`config.mk`:
```
export PLATFORM = sky130hd
export DESIGN_NAME = ihbi_top
export DESIGN_NICKNAME = d
export VERILOG_FILES = /design/src/hdl/ihbi_pkg.sv /design/src/hdl/ihbi_decode.sv /design/src/hdl/ihbi_top.sv
export VERILOG_INCLUDE_DIRS = /design/src /design/src/hdl
export SDC_FILE = /design/constraint.sdc
export NUM_CORES = 1
export LEC_CHECK = 0
export BUFFER_PORTS_ARGS = -buffer_cell sky130_fd_sc_hd__buf_2
export CAP_MARGIN = 10
export CORE_ASPECT_RATIO = 0.9
export CORE_MARGIN = 10
export CORE_UTILIZATION = 42
export DETAILED_ROUTE_END_ITERATION = 12
export PLACE_DENSITY = 0.74
export SLEW_MARGIN = 20
export SYNTH_ARGS = -nofsm -noshare
export SYNTH_HDL_FRONTEND = slang
export SYNTH_SLANG_ARGS = --single-unit
```
`constraint.sdc`:
```
create_clock -name clk_i -period 1.5 [get_ports clk_i]
set_clock_uncertainty 0.2 [all_clocks]
set_input_delay 0.3 -clock clk_i [delete_from_list [all_inputs] [get_ports clk_i]]
set_output_delay 0.3 -clock clk_i [all_outputs]
set_load 0.02 [all_outputs]
```
`src/hdl/ihbi_params.svh`:
```
/*
  Constants of the ISA host bus interface: address width, address window and wait-state timing counts.
  Assumes a 40 MHz core clock and bus strobes already synchronous to it.
*/
// Contract
// - Buffer direction low during CPU read only
// - Upper-byte buffer enable only for high-byte transfers
// - Byte-high enable ignored unless 16-bit mode
// - Refresh cycles block memory strobe response
// - Address captured while address latch enable high
// - Address enable high blocks I/O strobes
// - Ready pulled low to stretch memory cycles
// - I/O read and write strobes decoded
// - Memory read and write strobes decoded
// - System reset returns all logic to reset
`ifndef IHBI_PARAMS_SVH
`define IHBI_PARAMS_SVH

// ----------------------------------------
// Address window
// ----------------------------------------
`define IHBI_ADDR_W 19
`define IHBI_WIN_BASE 19'h00000
`define IHBI_WIN_MASK 19'h00000
// ----------------------------------------
// Wait-state timing
// ----------------------------------------
`define IHBI_WAIT_NS 100
`define IHBI_CLK_NS 25
`define IHBI_WAIT_CYC ((`IHBI_WAIT_NS + `IHBI_CLK_NS - 1) / `IHBI_CLK_NS)
`define IHBI_CNT_W 4

`endif

```
`src/hdl/ihbi_pkg.sv`:
```
/*
  Types of the ISA host bus interface.
  Assumes ihbi_params.svh is included before use.
*/
`include "ihbi_params.svh"
package ihbi_pkg;
  typedef enum logic [1:0] {
    IHBI_IDLE = 2'b00,
    IHBI_WAIT = 2'b01,
    IHBI_DONE = 2'b11
  } ihbi_state_t;
endpackage

```
`src/hdl/ihbi_decode.sv`:
```
/*
  Combinational strobe qualification of the ISA bus.
  Assumes strobes are synchronous to the core clock.
*/
`include "ihbi_params.svh"
module ihbi_decode
  import ihbi_pkg::*;
(
  input wire logic cs_i,
  input wire logic aen_i,
  input wire logic ref_n_i,
  input wire logic iord_n_i,
  input wire logic iowr_n_i,
  input wire logic memr_n_i,
  input wire logic memw_n_i,
  output logic io_rd_o,
  output logic io_wr_o,
  output logic mem_rd_o,
  output logic mem_wr_o
);
  logic mem_ok;
  assign mem_ok = cs_i && ref_n_i;
  assign io_rd_o = !iord_n_i && !aen_i;
  assign io_wr_o = !iowr_n_i && !aen_i;
  assign mem_rd_o = !memr_n_i && mem_ok;
  assign mem_wr_o = !memw_n_i && mem_ok;
endmodule // ihbi_decode

```
`src/hdl/ihbi_top.sv`:
```
/*
  ISA host bus interface: decodes cycles, steers data buffers, drives 16-bit acknowledge and ready.
  Assumes bus inputs are synchronous to clk_i; the bench resolves tristate lines from the enables.
*/
`include "ihbi_params.svh"
module ihbi_top
  import ihbi_pkg::*;
(
  input wire logic clk_i,
  input wire logic rst_b_i,
  input wire logic cs_i,
  input wire logic [`IHBI_ADDR_W-1:0] addr_i,
  input wire logic sbhe_n_i,
  input wire logic iord_n_i,
  input wire logic iowr_n_i,
  input wire logic memr_n_i,
  input wire logic memw_n_i,
  input wire logic ref_n_i,
  input wire logic bale_i,
  input wire logic aen_i,
  input wire logic mode16_i,
  input wire logic wait_req_i,
  output logic dir_o,
  output logic upper_byte_buffer_enable_n_o,
  output logic memcs16_n_o,
  output logic memcs16_oe_n_o,
  output logic iochrdy_o,
  output logic iochrdy_oe_n_o,
  output logic io_rd_o,
  output logic io_wr_o,
  output logic mem_rd_o,
  output logic mem_wr_o,
  output logic [`IHBI_ADDR_W-1:0] mem_addr_o
);
  // ----------------------------------------
  // State
  // ----------------------------------------
  typedef struct packed {
    ihbi_state_t st;
    logic [`IHBI_CNT_W-1:0] cnt;
    logic [`IHBI_ADDR_W-1:0] addr;
    logic dir;
    logic ube_n;
    logic cs16_oe_n;
    logic rdy_oe_n;
    logic io_rd;
    logic io_wr;
    logic mem_rd;
    logic mem_wr;
  } ihbi_regs_t;

  ihbi_regs_t s_r;
  ihbi_regs_t s_nxt;
  logic dio_rd;
  logic dio_wr;
  logic dmem_rd;
  logic dmem_wr;
  logic in_win;
  logic mem_cyc;

  function automatic logic ihbi_hit(input logic [`IHBI_ADDR_W-1:0] a);
    ihbi_hit = ((a & `IHBI_WIN_MASK) == `IHBI_WIN_BASE);
  endfunction

  ihbi_decode u_dec (
    .cs_i(cs_i),
    .aen_i(aen_i),
    .ref_n_i(ref_n_i),
    .iord_n_i(iord_n_i),
    .iowr_n_i(iowr_n_i),
    .memr_n_i(memr_n_i),
    .memw_n_i(memw_n_i),
    .io_rd_o(dio_rd),
    .io_wr_o(dio_wr),
    .mem_rd_o(dmem_rd),
    .mem_wr_o(dmem_wr)
  );

  assign mem_cyc = dmem_rd || dmem_wr;
  assign in_win = ihbi_hit(bale_i ? addr_i : s_r.addr);

  // ----------------------------------------
  // Next state
  // ----------------------------------------
  always_comb
  begin
    s_nxt = s_r;
    if (bale_i)
    begin
      s_nxt.addr = addr_i;
    end
    s_nxt.io_rd = dio_rd;
    s_nxt.io_wr = dio_wr;
    s_nxt.mem_rd = dmem_rd;
    s_nxt.mem_wr = dmem_wr;
    s_nxt.dir = !(dio_rd || dmem_rd);
    s_nxt.ube_n = !(mode16_i && !sbhe_n_i && (dio_rd || dio_wr || mem_cyc));
    s_nxt.cs16_oe_n = !(mode16_i && cs_i && ref_n_i && in_win);
    case (s_r.st)
      IHBI_IDLE:
      begin
        s_nxt.rdy_oe_n = 1'b1;
        if (mem_cyc && wait_req_i)
        begin
          s_nxt.st = IHBI_WAIT;
          s_nxt.cnt = `IHBI_CNT_W'(`IHBI_WAIT_CYC);
          s_nxt.rdy_oe_n = 1'b0;
        end
      end
      IHBI_WAIT:
      begin
        if (s_r.cnt > `IHBI_CNT_W'(1))
        begin
          s_nxt.cnt = s_r.cnt - `IHBI_CNT_W'(1);
        end
        else
        begin
          s_nxt.st = IHBI_DONE;
          s_nxt.rdy_oe_n = 1'b1;
        end
      end
      IHBI_DONE:
      begin
        s_nxt.rdy_oe_n = 1'b1;
        if (!mem_cyc)
        begin
          s_nxt.st = IHBI_IDLE;
        end
      end
      default:
      begin
        s_nxt.st = IHBI_IDLE;
        s_nxt.rdy_oe_n = 1'b1;
      end
    endcase
  end

  // ----------------------------------------
  // Registers
  // ----------------------------------------
  always_ff @(posedge clk_i or negedge rst_b_i)
  begin
    if (!rst_b_i)
    begin
      s_r <= '{st: IHBI_IDLE, cnt: '0, addr: '0, dir: 1'b1, ube_n: 1'b1, cs16_oe_n: 1'b1,
               rdy_oe_n: 1'b1, io_rd: 1'b0, io_wr: 1'b0, mem_rd: 1'b0, mem_wr: 1'b0};
    end
    else
    begin
      s_r <= s_nxt;
    end
  end

  assign dir_o = s_r.dir;
  assign upper_byte_buffer_enable_n_o = s_r.ube_n;
  // Driven level is low whenever its enable is active, both taken from the same flop
  assign memcs16_n_o = s_r.cs16_oe_n;
  assign memcs16_oe_n_o = s_r.cs16_oe_n;
  assign iochrdy_o = s_r.rdy_oe_n;
  assign iochrdy_oe_n_o = s_r.rdy_oe_n;
  assign io_rd_o = s_r.io_rd;
  assign io_wr_o = s_r.io_wr;
  assign mem_rd_o = s_r.mem_rd;
  assign mem_wr_o = s_r.mem_wr;
  assign mem_addr_o = s_r.addr;

  // ----------------------------------------
  // Assertions
  // ----------------------------------------
  property p_io_dma;
    @(posedge clk_i) disable iff (!rst_b_i) aen_i |=> !io_rd_o && !io_wr_o;
  endproperty
  a_io_dma: assert property (p_io_dma) else $error("io strobe during dma");

  property p_ref_block;
    @(posedge clk_i) disable iff (!rst_b_i) !ref_n_i |=> !mem_rd_o && !mem_wr_o && memcs16_oe_n_o;
  endproperty
  a_ref_block: assert property (p_ref_block) else $error("memory response in refresh");

  property p_cs_block;
    @(posedge clk_i) disable iff (!rst_b_i) !cs_i |=> !mem_rd_o && !mem_wr_o;
  endproperty
  a_cs_block: assert property (p_cs_block) else $error("memory strobe without select");

  property p_dir;
    @(posedge clk_i) disable iff (!rst_b_i) (!iord_n_i && !aen_i) |=> !dir_o;
  endproperty
  a_dir: assert property (p_dir) else $error("dir not low in read");

  property p_ube_8bit;
    @(posedge clk_i) disable iff (!rst_b_i) !mode16_i |=> upper_byte_buffer_enable_n_o;
  endproperty
  a_ube_8bit: assert property (p_ube_8bit) else $error("upper byte in 8-bit mode");

  property p_ube_need;
    @(posedge clk_i) disable iff (!rst_b_i) sbhe_n_i |=> upper_byte_buffer_enable_n_o;
  endproperty
  a_ube_need: assert property (p_ube_need) else $error("upper byte without high byte");

  property p_cs16;
    @(posedge clk_i) disable iff (!rst_b_i) !memcs16_oe_n_o |-> $past(mode16_i) && $past(cs_i);
  endproperty
  a_cs16: assert property (p_cs16) else $error("16-bit ack without mode");

  property p_rdy_len;
    @(posedge clk_i) disable iff (!rst_b_i) $fell(iochrdy_oe_n_o) |-> !iochrdy_oe_n_o [*4] ##1 iochrdy_oe_n_o;
  endproperty
  a_rdy_len: assert property (p_rdy_len) else $error("ready stretch length wrong");

  property p_mem_dec;
    @(posedge clk_i) disable iff (!rst_b_i) (!memw_n_i && cs_i && ref_n_i) |=> mem_wr_o;
  endproperty
  a_mem_dec: assert property (p_mem_dec) else $error("memory write missed");
endmodule // ihbi_top

```
After elaboration in Yosys (flattened, before gate mapping)

Cells that the tools add are included.

Multiplexer cells: 9
Eq/ne operators: 6
$add $sub $neg: 1
Reductions and logical operators: 27
Order comparisons: 1

Operators by type and width:

| operator            | count |
|---|---|
| $logic_and 1x1->1   | 10 |
| $logic_not 1->1     | 9 |
| $ne 2x2->1 const B  | 4 |
| $pmux 4 s2          | 1 |
| $mux 6              | 1 |
| $pmux 2 s3          | 1 |
| $reduce_and 3->1    | 2 |
| $gt 4x1->1 const B  | 1 |
| $logic_or 1x1->1    | 4 |
| $mux 2              | 2 |
| $mux 4              | 1 |
| $sub 4x1->4 const B | 1 |
| $eq 2x1->1 const B  | 1 |
| $eq 2x2->1 const B  | 1 |
| $logic_not 2->1     | 1 |
| $mux 1              | 2 |
| $pmux 1 s2          | 1 |
| $reduce_bool 2->1   | 1 |

Word-level logic and storage cells: 55
Bits in registers: 33
Output and inout port bits: 29

Longest topological paths before layout

Gate-level depths: netlist (run 1).

Word-level depth: 6
Gate-level depth with buffers: 6

Hierarchy

Synthesis (run 1) repeated with hierarchy kept, for this count alone.

Cells, all modules: 116
Area, all modules: 1475.2 µm²

Modules (own cells, without submodules):

| module      | times used | cells each | area an instance (µm²) |
|---|---|---|---|
| ihbi_top    | 1          | 112        | 1450.1 |
| ihbi_decode | 1          | 4          | 25.0 |

Worst setup path after synthesis (run 1)

Ideal clock, no wire load.

Kind: register -> register
From: reg s_r[27] (netlist name)
To: reg s_r[30] (netlist name)
Arrival time: 1.318 ns
Buffers on the path: 0
Cell stages (with the launch flop): 7
Setup slack: -0.137 ns
Library setup time: 0.119 ns
Period minus slack after synthesis: 1.637 ns
Path through: dfrtp_1 > inv_1 > ha_1 > nor2_1 > o31ai_1 > o31a_1 > nor2_1

Longest elaborated chain between the ends: 3

Ends and longest elaborated chain:

| what                                                  | line                             | source |
|---|---|---|
| from (decl)                                           | ihbi_top.sv:52                   | `ihbi_regs_t s_r;` |
| from (signal assigned)                                | ihbi_top.sv:145                  | `s_r <= '{st: IHBI_IDLE, cnt: '0, addr: '0, dir: 1'b1, ube_n: 1'b1, cs16_oe_n: 1'b1,` |
| from (signal assigned)                                | ihbi_top.sv:150                  | `s_r <= s_nxt;` |
| $sub 4x1->4 / $gt 4x1->1 (equally long branches)      | ihbi_top.sv:114, ihbi_top.sv:112 |  |
| $mux 4 / $ne 2x2->1 (equally long branches)           | -                                |  |
| $pmux 4 s2 / $reduce_and 3->1 (equally long branches) | -                                |  |

Parallel ways exist; a longest one is shown, timed or not. The select of a mux whose other input is x is not followed.
A chain may end at the register's enable or synchronous reset.

Worst setup path after layout (run 1)

From: reg s_r[28] (netlist name)
To: reg s_r[30] (netlist name)

The elaborated chain is that of the path after synthesis.

==> flow_summary.toml, run 1 <==
[timing]
finalCritPeriodShare_pct = 105
worst_slew_pin_slew_ps = 416
max-slew-margin-rel_pct = 72.3
max_freq_mhz = 633
finalSetupViolations = 4
slew_viol_final = 0
layout_setup_ws_ps = -79.0
rsz0062_at_grt = "yes"
hold_viol_final = 0
fin_crit_ps = 1580

[layout]
drive_gt1_share_pct = 63.6
mostFrequentLayoutCell = "buf_2"
finalNetCount = 209
utilization_pct = 58.4
stdcell_count = 220
area_growth_pct = 34.6
mostFrequentLayoutCells = "buf_2, dfrtp_1, mux2_2, buf_4"
fillers = 269
num_antenna_cells = 0

[cts]
clock_path_buffers = 2
root_buffer = "clkbuf_8"
htree_num_levels = 2
clock_latency_ps = 280
cts_buffers = 5
cts.clk_slew.worst_paths_ps = 70
numClockSinks = 33
cts_tree = "built"

[die]
row_count = 20
ios = 61
coreArea_mm2 = 0.00335
die-area_mm2 = 0.00622
die_h_um = 75.8
die_w_um = 82.0
start_util_pct = 43.4

[logic_synthesis]
yosys.cell_types.count = 24
synthAdderAreaFrac_pct = 1.72
synth_compound_area_share_pct = 4.91
synth_fp_nets = 150
async_flop_share_pct = 100
synthMuxAreaShare_pct = 14.7
ys.flop_type = "dfrtp_1"
synth_xor_area_share_pct = 0
synth_top_family_by_area = "multiplexers"
seq_area_frac_synth_pct = 57.1
synthCells = 116
avgSynthCellArea_um2 = 12.5
synth_edf_count = 0
yosysWarnings = 0
synth_area_mm2 = 0.00145
synthSimpleGateAreaFrac_pct = 9.21
ys_ff_latch = 33

[setup_path]
slowest_delay_ps = 550
startpoint_type = "register"
worstSetupPathType = "register to register"
cp.required_ps = 1470
end_kind = "register"
arrival_ps = 1550
crit_chain = "or4_4 > a21boi_2 > o31a_1 > nor2_1"
cpMaxStageDelayCell = "or4_4"
crit_path_max_fanout = 3

[global_route]
antenna_found_initial = 0
grt_pass1_vias = 1097
grt_first_pass_wirelength_mm = 5.19
grt_max_degree = 20
grt_usage_pct = 11.1
overflow = 0

[place]
place_congestion = 0.786
dp_hpwl_mm = 2.65
port_buffers = 60
dp_cells = 203

[route]
totalWireLength_mm = 3.38
drtPass1Iterations = 4
routedWlPerCell_um = 15.4
vias = 1055
via_per_inst = 4.80
antenna_left = 0
drt_iter0_drc = 41
drc = 0

[min_path]
min-delay-path-class = "input pin to register"

[power]
power.density_mw_per_mm2 = 1560
finalPower_mw = 3.06
ir_drop_mv = 1.00
leakage_nw = 0.936

[job]
cap_violations = 0

[outcome]
failed_checks = "setup timing"
status = "complete, but fails checks"
==> Yosys cell counts, types with 2 or more instances <==
library cell,count,area (um2)
inv_1,3,11.3
nand3_1,5,25.0
dfstp_2,4,105
nand2_1,6,22.5
ha_1,2,25.0
buf_2,2,10.0
nor2b_1,2,12.5
o21ai_0,2,10.0
nor2_1,8,30.0
dfrtp_1,29,726
buf_4,21,158
mux2_2,19,214
o21a_1,2,15.0
==> final cells by class <==
| cell class | instances | area [um2] | share of cell area (%) |
|---|---|---|---|
| timing repair buffer | 75 | 453 | 23.1 |
| clock inverter | 1 | 5.00 | 0.256 |
| inverter | 3 | 11.3 | 0.575 |
| clock buffer | 7 | 96.3 | 4.92 |
| multi-input combinational | 57 | 504 | 25.8 |
| sequential | 33 | 832 | 42.5 |
| tap | 44 | 55.1 | 2.81 |
==> registers in the layout, indices dropped and copies added, names as in the netlist <==
signal	count
dir_o	1
upper_byte_buffer_enable_n_o	1
iochrdy_o	1
io_rd_o	1
mem_addr_o	19
io_wr_o	1
memcs16_n_o	1
mem_wr_o	1
s_r	6
mem_rd_o	1
==> critical path: cells and delay by family (launching register included) <==
kind | cells | cell delay [ps]
AO/OA/AOI/OAI | 2 | 280
AND/OR/NAND/NOR | 2 | 590
flip-flops | 1 | 410
==> metrics by stage <==
stage	setup WS [ps]	area, um2	TNS (ps)	hold WS, ps
after global placement	-34.9	1720	-34.9	34.7
after floorplan	-10.3	1470	-10.3	-196
after CTS	-82.6	1940	-270	11.2
final	-79.0	1960	-125	22.7
after detailed placement	-110	1720	-321	35.4
after global routing	-129	1960	-478	30.5
==> final timing paths <==
check | from | end | slack, ps | cells after the start
worst min register to register | mem_addr_o[13]$_DFFE_PN0P_ | mem_addr_o[13]$_DFFE_PN0P_ | 300 | 1
worst max-delay path | s_r[28]$_DFFE_PN0P_ | s_r[30]$_DFFE_PN0P_ | -80 | 4
min in group asynchronous | rst_b_i | mem_addr_o[15]$_DFFE_PN0P_ | 260 | 2
worst max register to register | s_r[28]$_DFFE_PN0P_ | s_r[30]$_DFFE_PN0P_ | -80 | 4
max in group asynchronous | rst_b_i | upper_byte_buffer_enable_n_o$_DFF_PN1_ | 340 | 3
worst min-delay path | cs_i | memcs16_n_o$_DFF_PN1_ | 20 | 2
==> routing by layer <==
| metal | vias up | wire length, um | GRT usage (%) | share of wire [%] |
|---|---|---|---|---|
| li1 | 493 | - | - | - |
| met1 | 506 | 1170 | 10.1 | 35 |
| met2 | 49 | 1760 | 21.3 | 52 |
| met3 | 7 | 401 | 4.95 | 12 |
| met4 | 0 | 48 | 3.96 | 1.4 |
| met5 | - | 0 | 0 | 0 |
==> power breakdown <==
group,internal [mW],switching (mW)
sequential,1.05,0.146
clock,0.414,0.290
combinational,0.604,0.553
==> cell families (layout without fill, tap and decap cells) <==
logic type,after synthesis,count (layout)
AO/OA/AOI/OAI,10,10
adder cells (fa/ha/maj),2,2
buffers and inverters,26,86
flip-flops,33,33
multiplexers,19,19
AND/OR/NAND/NOR,26,26
==> what timing repair did <==
item                       4_1_cts  5_1_grt
buffers inserted                 3        0
pin swaps                        3        1
hold endpoints to repair        18        0
setup endpoints to repair        4        8
hold buffers                     6        0
gates resized for setup         13        5
No activity file was read; power rests on OpenSTA's default activity.
==> run 2, diff against run 1 <==
--- a/config.mk
+++ b/config.mk
@@ -8,7 +8,7 @@
 export LEC_CHECK = 0
 export BUFFER_PORTS_ARGS = -buffer_cell sky130_fd_sc_hd__buf_2
 export CAP_MARGIN = 10
-export CORE_ASPECT_RATIO = 0.9
+export CORE_ASPECT_RATIO = 1.1
 export CORE_MARGIN = 10
 export CORE_UTILIZATION = 42
 export DETAILED_ROUTE_END_ITERATION = 12
==> run 2 against run 1 <==
Compared with the run above:
- the flow still finishes with violations (setup timing)
- core utilization increased by 6.1 points
- fmax decreased by 0.16%
- cell count increased by 11%
- hold slack improved by 36 ps
- power decreased by 6.6%
- combinational power decreased by 3%
- flip-flop and latch count unchanged
- sequential share of layout area decreased by 3.8 points
- clock power decreased by 20%
- highest routed layer unchanged
- non-clock buffer count increased by 21
==> flow_summary.toml, run 2 (same netlist as run 1, synthesis figures left out) <==
[outcome]
status = "complete, but fails checks"
failed_checks = "setup timing"

[cts]
cts_buffers = 5
cts.clk_slew.worst_paths_ps = 100
clock_path_buffers = 2
htree_num_levels = 2
numClockSinks = 33
clock_latency_ps = 330
root_buffer = "clkbuf_4"
cts_tree = "built"

[die]
start_util_pct = 43.7
die-area_mm2 = 0.00622
die_w_um = 76.1
die_h_um = 81.7
coreArea_mm2 = 0.00333
ios = 61
row_count = 22

[setup_path]
arrival_ps = 1620
r2r_cells = 4
cp.required_ps = 1530
r2r_end = "s_r[30]$_DFFE_PN0P_"
crit_path_max_fanout = 3
r2r_slack_ps = -80
worstSetupPathType = "register to register"
startpoint_type = "register"
end_kind = "register"
r2r_start = "s_r[28]$_DFFE_PN0P_"

[layout]
largest_register_ffs = 19
final_area_mm2 = 0.00215
area_growth_pct = 47.8
mostFrequentLayoutCells = "buf_2, dfrtp_1, dlygate4sd3_1, mux2_2"
fillers = 230
mostFrequentLayoutCell = "buf_2"
drive_gt1_share_pct = 54.3
finalNetCount = 230
num_antenna_cells = 0

[global_route]
grt_usage_pct = 12.0
overflow = 0
grt_max_degree = 20
grt_pass1_vias = 1271
antenna_found_initial = 0
grt_first_pass_wirelength_mm = 6.02

[min_path]
holdPathEnd = "mem_wr_o$_DFF_PN0_"
min-delay-path-class = "input pin to register"
min_path_cells = 3
hold_start = "ref_n_i"

[route]
totalWireLength_mm = 3.65
routedWlPerCell_um = 14.9
drt_iter0_drc = 32
via_per_inst = 4.50
drc = 0
antenna_left = 0
drtPass1Iterations = 4
vias = 1102

[power]
clkPwrFrac_pct = 19.6
p_int_mw = 1.92
p_switching_mw = 0.939
netSwitchingFraction_pct = 32.9
ir_drop_mv = 0.892
pwr-share-comb_pct = 39.3
seqPwrFrac_pct = 41.1
power.density_mw_per_mm2 = 1330
leakage_nw = 1.02

[place]
place_congestion = 0.693
port_buffers = 60
dp_slack_ps = -94.7
dp_hpwl_mm = 2.57
dpl_cell_area_mm2 = 0.00172

[timing]
finalCritPeriodShare_pct = 105
worst_slew_pin_slew_ps = 409
layout_setup_ws_ps = -81.5
finalSetupViolations = 9
fin_crit_ps = 1580
max_freq_mhz = 632
rsz0062_at_grt = "yes"
hold_viol_final = 0
max-slew-margin-rel_pct = 72.7
slew_viol_final = 0

[job]
cap_violations = 0
run 2: cell types whose count changed in the layout (fill, tap and decap cells not counted), moves of 2 or more:
cell	previous run	this run
dlygate4sd3_1	6	28
buf_6	2	7
clkbuf_4	0	5
clkbuf_8	7	2
buf_2	58	54
buf_4	8	6
ha_2	0	2
ha_4	2	0
inv_1	1	3
inv_2	2	0
run 2: power groups by stage:
stage	clock (mW)	sequential [mW]	combinational, mW
after detailed placement	0	1.18	0.886
after global routing	0.633	1.20	1.22
after floorplan	0	1.20	0.583
after CTS	0.581	1.17	1.12
final	0.560	1.18	1.12
after global placement	0	1.17	0.855
run 2: how the worst max path moves through the flow:
stage,from,end,slack [ps],depth (start not counted)
2_1_floorplan,s_r[27]$_DFFE_PN0P_,s_r[30]$_DFFE_PN0P_,-10,4
3_5_place_dp,s_r[27]$_DFFE_PN0P_,s_r[30]$_DFFE_PN0P_,-90,6
3_3_place_gp,s_r[27]$_DFFE_PN0P_,s_r[30]$_DFFE_PN0P_,-30,4
4_1_cts,s_r[28]$_DFFE_PN0P_,s_r[30]$_DFFE_PN0P_,-60,4
6_report,s_r[28]$_DFFE_PN0P_,s_r[30]$_DFFE_PN0P_,-80,4
5_1_grt,s_r[27]$_DFFE_PN0P_,s_r[30]$_DFFE_PN0P_,-130,4
run 2: per-stage QoR:
step	util, %	hold WS, ps	std cells	total power, mW	TNS (ps)
after floorplan	-	-196	116	1.78	-10.3
after global placement	51.7	32.1	207	2.02	-34.7
after detailed placement	51.7	41.9	207	2.07	-218
after CTS	64.2	2.76	244	2.87	-212
after global routing	64.5	65.3	245	3.05	-865
final	64.5	58.7	245	2.86	-226
run 2: repair_timing:
action,4_1_cts,5_1_grt
endpoints found under the hold margin,55,1
resized for setup,21,0
setup buffers,2,0
setup endpoints to repair,11,11
hold buffers,27,1
run 2: metal layers:
metal / global-route usage, % / share of wire, % / up-vias / wire length, um
li1: - / - / 533 / -
met5: 0 / 0 / - / 0
met2: 22.0 / 53 / 41 / 1940
met3: 6.11 / 7.5 / 5 / 272
met1: 11.8 / 38 / 523 / 1400
met4: 3.53 / 1.0 / 0 / 37
run 2: worst max-delay path, cell delays in order, from the launching register on:
cell and delay (ps):
dfrtp_1 420, or4_4 550, a21boi_2 140, o31a_1 140, nor2_1 40
run 2: final cells by class:
| type | count | area (um2) | share of cell area (%) |
|---|---|---|---|
| flip-flops and latches | 33 | 831 | 38.7 |
| inverters | 3 | 11.3 | 0.524 |
| well taps | 48 | 60.1 | 2.80 |
| multi-input cells | 57 | 482 | 22.4 |
| clock buffers | 7 | 65.1 | 3.03 |
| clock inverters | 1 | 5.00 | 0.233 |
| repair buffers | 96 | 694 | 32.3 |
==> run 3, diff against run 2 <==
==> constraint.sdc (replaced) <==
create_clock -name clk_i -period 1.5 [get_ports clk_i]
set_clock_uncertainty 0.2 [all_clocks]
set_input_delay 0.15 -clock clk_i [delete_from_list [all_inputs] [get_ports clk_i]]
set_output_delay 0.15 -clock clk_i [all_outputs]
set_load 0.02 [all_outputs]
==> run 3 against run 2 <==
Compared with the run above:
- the run ends with hold timing, setup timing left
- global-route usage up 0.26 points
- flip-flop and latch count unchanged
- via count up 1.7%
- count of clock-buffer cells in the layout unchanged
- wire length up 5.1%
- power up 0.92%
- largest power group unchanged
- sequential share of layout area about the same
- critical path type unchanged
- critical path depth up 2
- hold slack worse by 61 ps
==> flow_summary.toml, run 3 (same netlist as run 1, synthesis figures left out) <==
[timing]
finalSetupViolations = 5
fin_crit_ps = 1590
max_freq_mhz = 629
fin_hold_ws_ps = -2.74
rsz0062_at_grt = "yes"
finalCritPeriodShare_pct = 106
slew_viol_final = 0
worst_slew_pin_slew_ps = 395
hold_viol_final = 1
max-slew-margin-rel_pct = 73.7
layout_setup_ws_ps = -90.9

[setup_path]
r2r_start = "s_r[27]$_DFFE_PN0P_"
startpoint = "s_r[27]$_DFFE_PN0P_"
worstSetupPathType = "register to register"
slowest_delay_ps = 460
startpoint_type = "register"
crit_path_max_fanout = 5
crit_chain = "buf_6 > ha_4 > nor2_4 > o31ai_4 > o31a_1 > nor2_1"
cp.required_ps = 1580
cp_top_family = "flip-flops"
crit_buf_inv = 1
end_kind = "register"
arrival_ps = 1670
cpMaxStageDelayCell = "dfrtp_2"

[cts]
numClockSinks = 33
cts_buffers = 5
cts_tree = "built"
clock_path_buffers = 2
htree_num_levels = 2
root_buffer = "clkbuf_4"
cts.clk_slew.worst_paths_ps = 110
clock_latency_ps = 330

[outcome]
failed_checks = "hold timing, setup timing"
status = "complete, but fails checks"

[die]
coreArea_mm2 = 0.00333
start_util_pct = 43.7
die_w_um = 76.1
die-area_mm2 = 0.00622
row_count = 22
ios = 61
die_h_um = 81.7

[route]
drc = 0
drtPass1Iterations = 4
totalWireLength_mm = 3.83
antenna_left = 0
vias = 1121
via_per_inst = 4.54
routedWlPerCell_um = 15.5
drt_iter0_drc = 40

[power]
leakage_nw = 1.01
ir_drop_mv = 0.798
power.density_mw_per_mm2 = 1340
finalPower_mw = 2.88

[layout]
utilization_pct = 64.6
largest_register_ffs = 19
mostFrequentLayoutCell = "buf_2"
area_growth_pct = 47.9
num_antenna_cells = 0
drive_gt1_share_pct = 54.8
mostFrequentLayoutCells = "buf_2, dlygate4sd3_1, dfrtp_1, mux2_2"
stdcell_count = 247
finalNetCount = 232

[global_route]
antenna_found_initial = 0
grt_max_degree = 20
grt_pass1_vias = 1235
overflow = 0
grt_usage_pct = 12.3
grt_first_pass_wirelength_mm = 6.05

[place]
dp_cells = 207
place_congestion = 0.690
port_buffers = 60
dp_slack_ps = -92.5
dp_hpwl_mm = 2.61

[min_path]
hold_start = "ref_n_i"
min-delay-path-class = "input pin to register"

[job]
cap_violations = 0
[run 3: worst paths after layout]
kind                                              to  slack, ps  cells after the start
hold / removal                       dir_o$_DFF_PN1_         -3                      4
setup / recovery                 s_r[30]$_DFFE_PN0P_        -90                      6
setup reg to reg                 s_r[30]$_DFFE_PN0P_        -90                      6
min in group asynchronous         mem_wr_o$_DFF_PN0_         50                      2
max in group asynchronous      iochrdy_o$_DFFE_PN1P_        530                      3
hold reg to reg            mem_addr_o[9]$_DFFE_PN0P_        310                      1
[run 3: stage by stage]
| step | setup TNS [ps] | instance area, um2 | hold slack (ps) |
|---|---|---|---|
| after floorplan | -10.3 | 1470 | -346 |
| after global placement | -32.2 | 1720 | -118 |
| after detailed placement | -252 | 1720 | -111 |
| after CTS | -258 | 2110 | 1.45 |
| after global routing | -514 | 2150 | 19.0 |
| final | -273 | 2150 | -2.74 |
[run 3: power by group]
group / switching, mW / internal (mW)
Combinational: 0.536 / 0.599
Clock: 0.291 / 0.271
Sequential: 0.135 / 1.05
Total: 0.963 / 1.92
[run 3: routing by layer]
| layer | track usage (%) | up-vias | share of wire [%] |
|---|---|---|---|
| met5 | 0 | - | 0 |
| met4 | 3.53 | 0 | 0.89 |
| met3 | 5.79 | 6 | 7.2 |
| met2 | 23.2 | 39 | 55 |
| met1 | 11.8 | 536 | 37 |
| li1 | - | 540 | - |
[run 3: worst min-delay path, cell delays in order]
cell     delay (ps)
buf_2           110
nand2_1          80
nor2_2          130
nor2_1           60
[run 3: repair_timing]
action / in CTS / in global routing
pin swaps: 2 / 2
setup endpoints to repair: 5 / 6
setup buffers: 0 / 2
hold endpoints to repair: 57 / 0
resized for setup: 5 / 9
hold buffers: 30 / 0
[run 3: area by class of cell]
cell class | instances | area [um2]
Fill cell | 258 | 1180
Timing Repair Buffer | 98 | 681
Clock buffer | 7 | 65.1
Clock inverter | 1 | 5.00
Tap cell | 48 | 60.1
Multi-Input combinational cell | 57 | 497
Sequential cell | 33 | 832
Inverter | 3 | 11.3
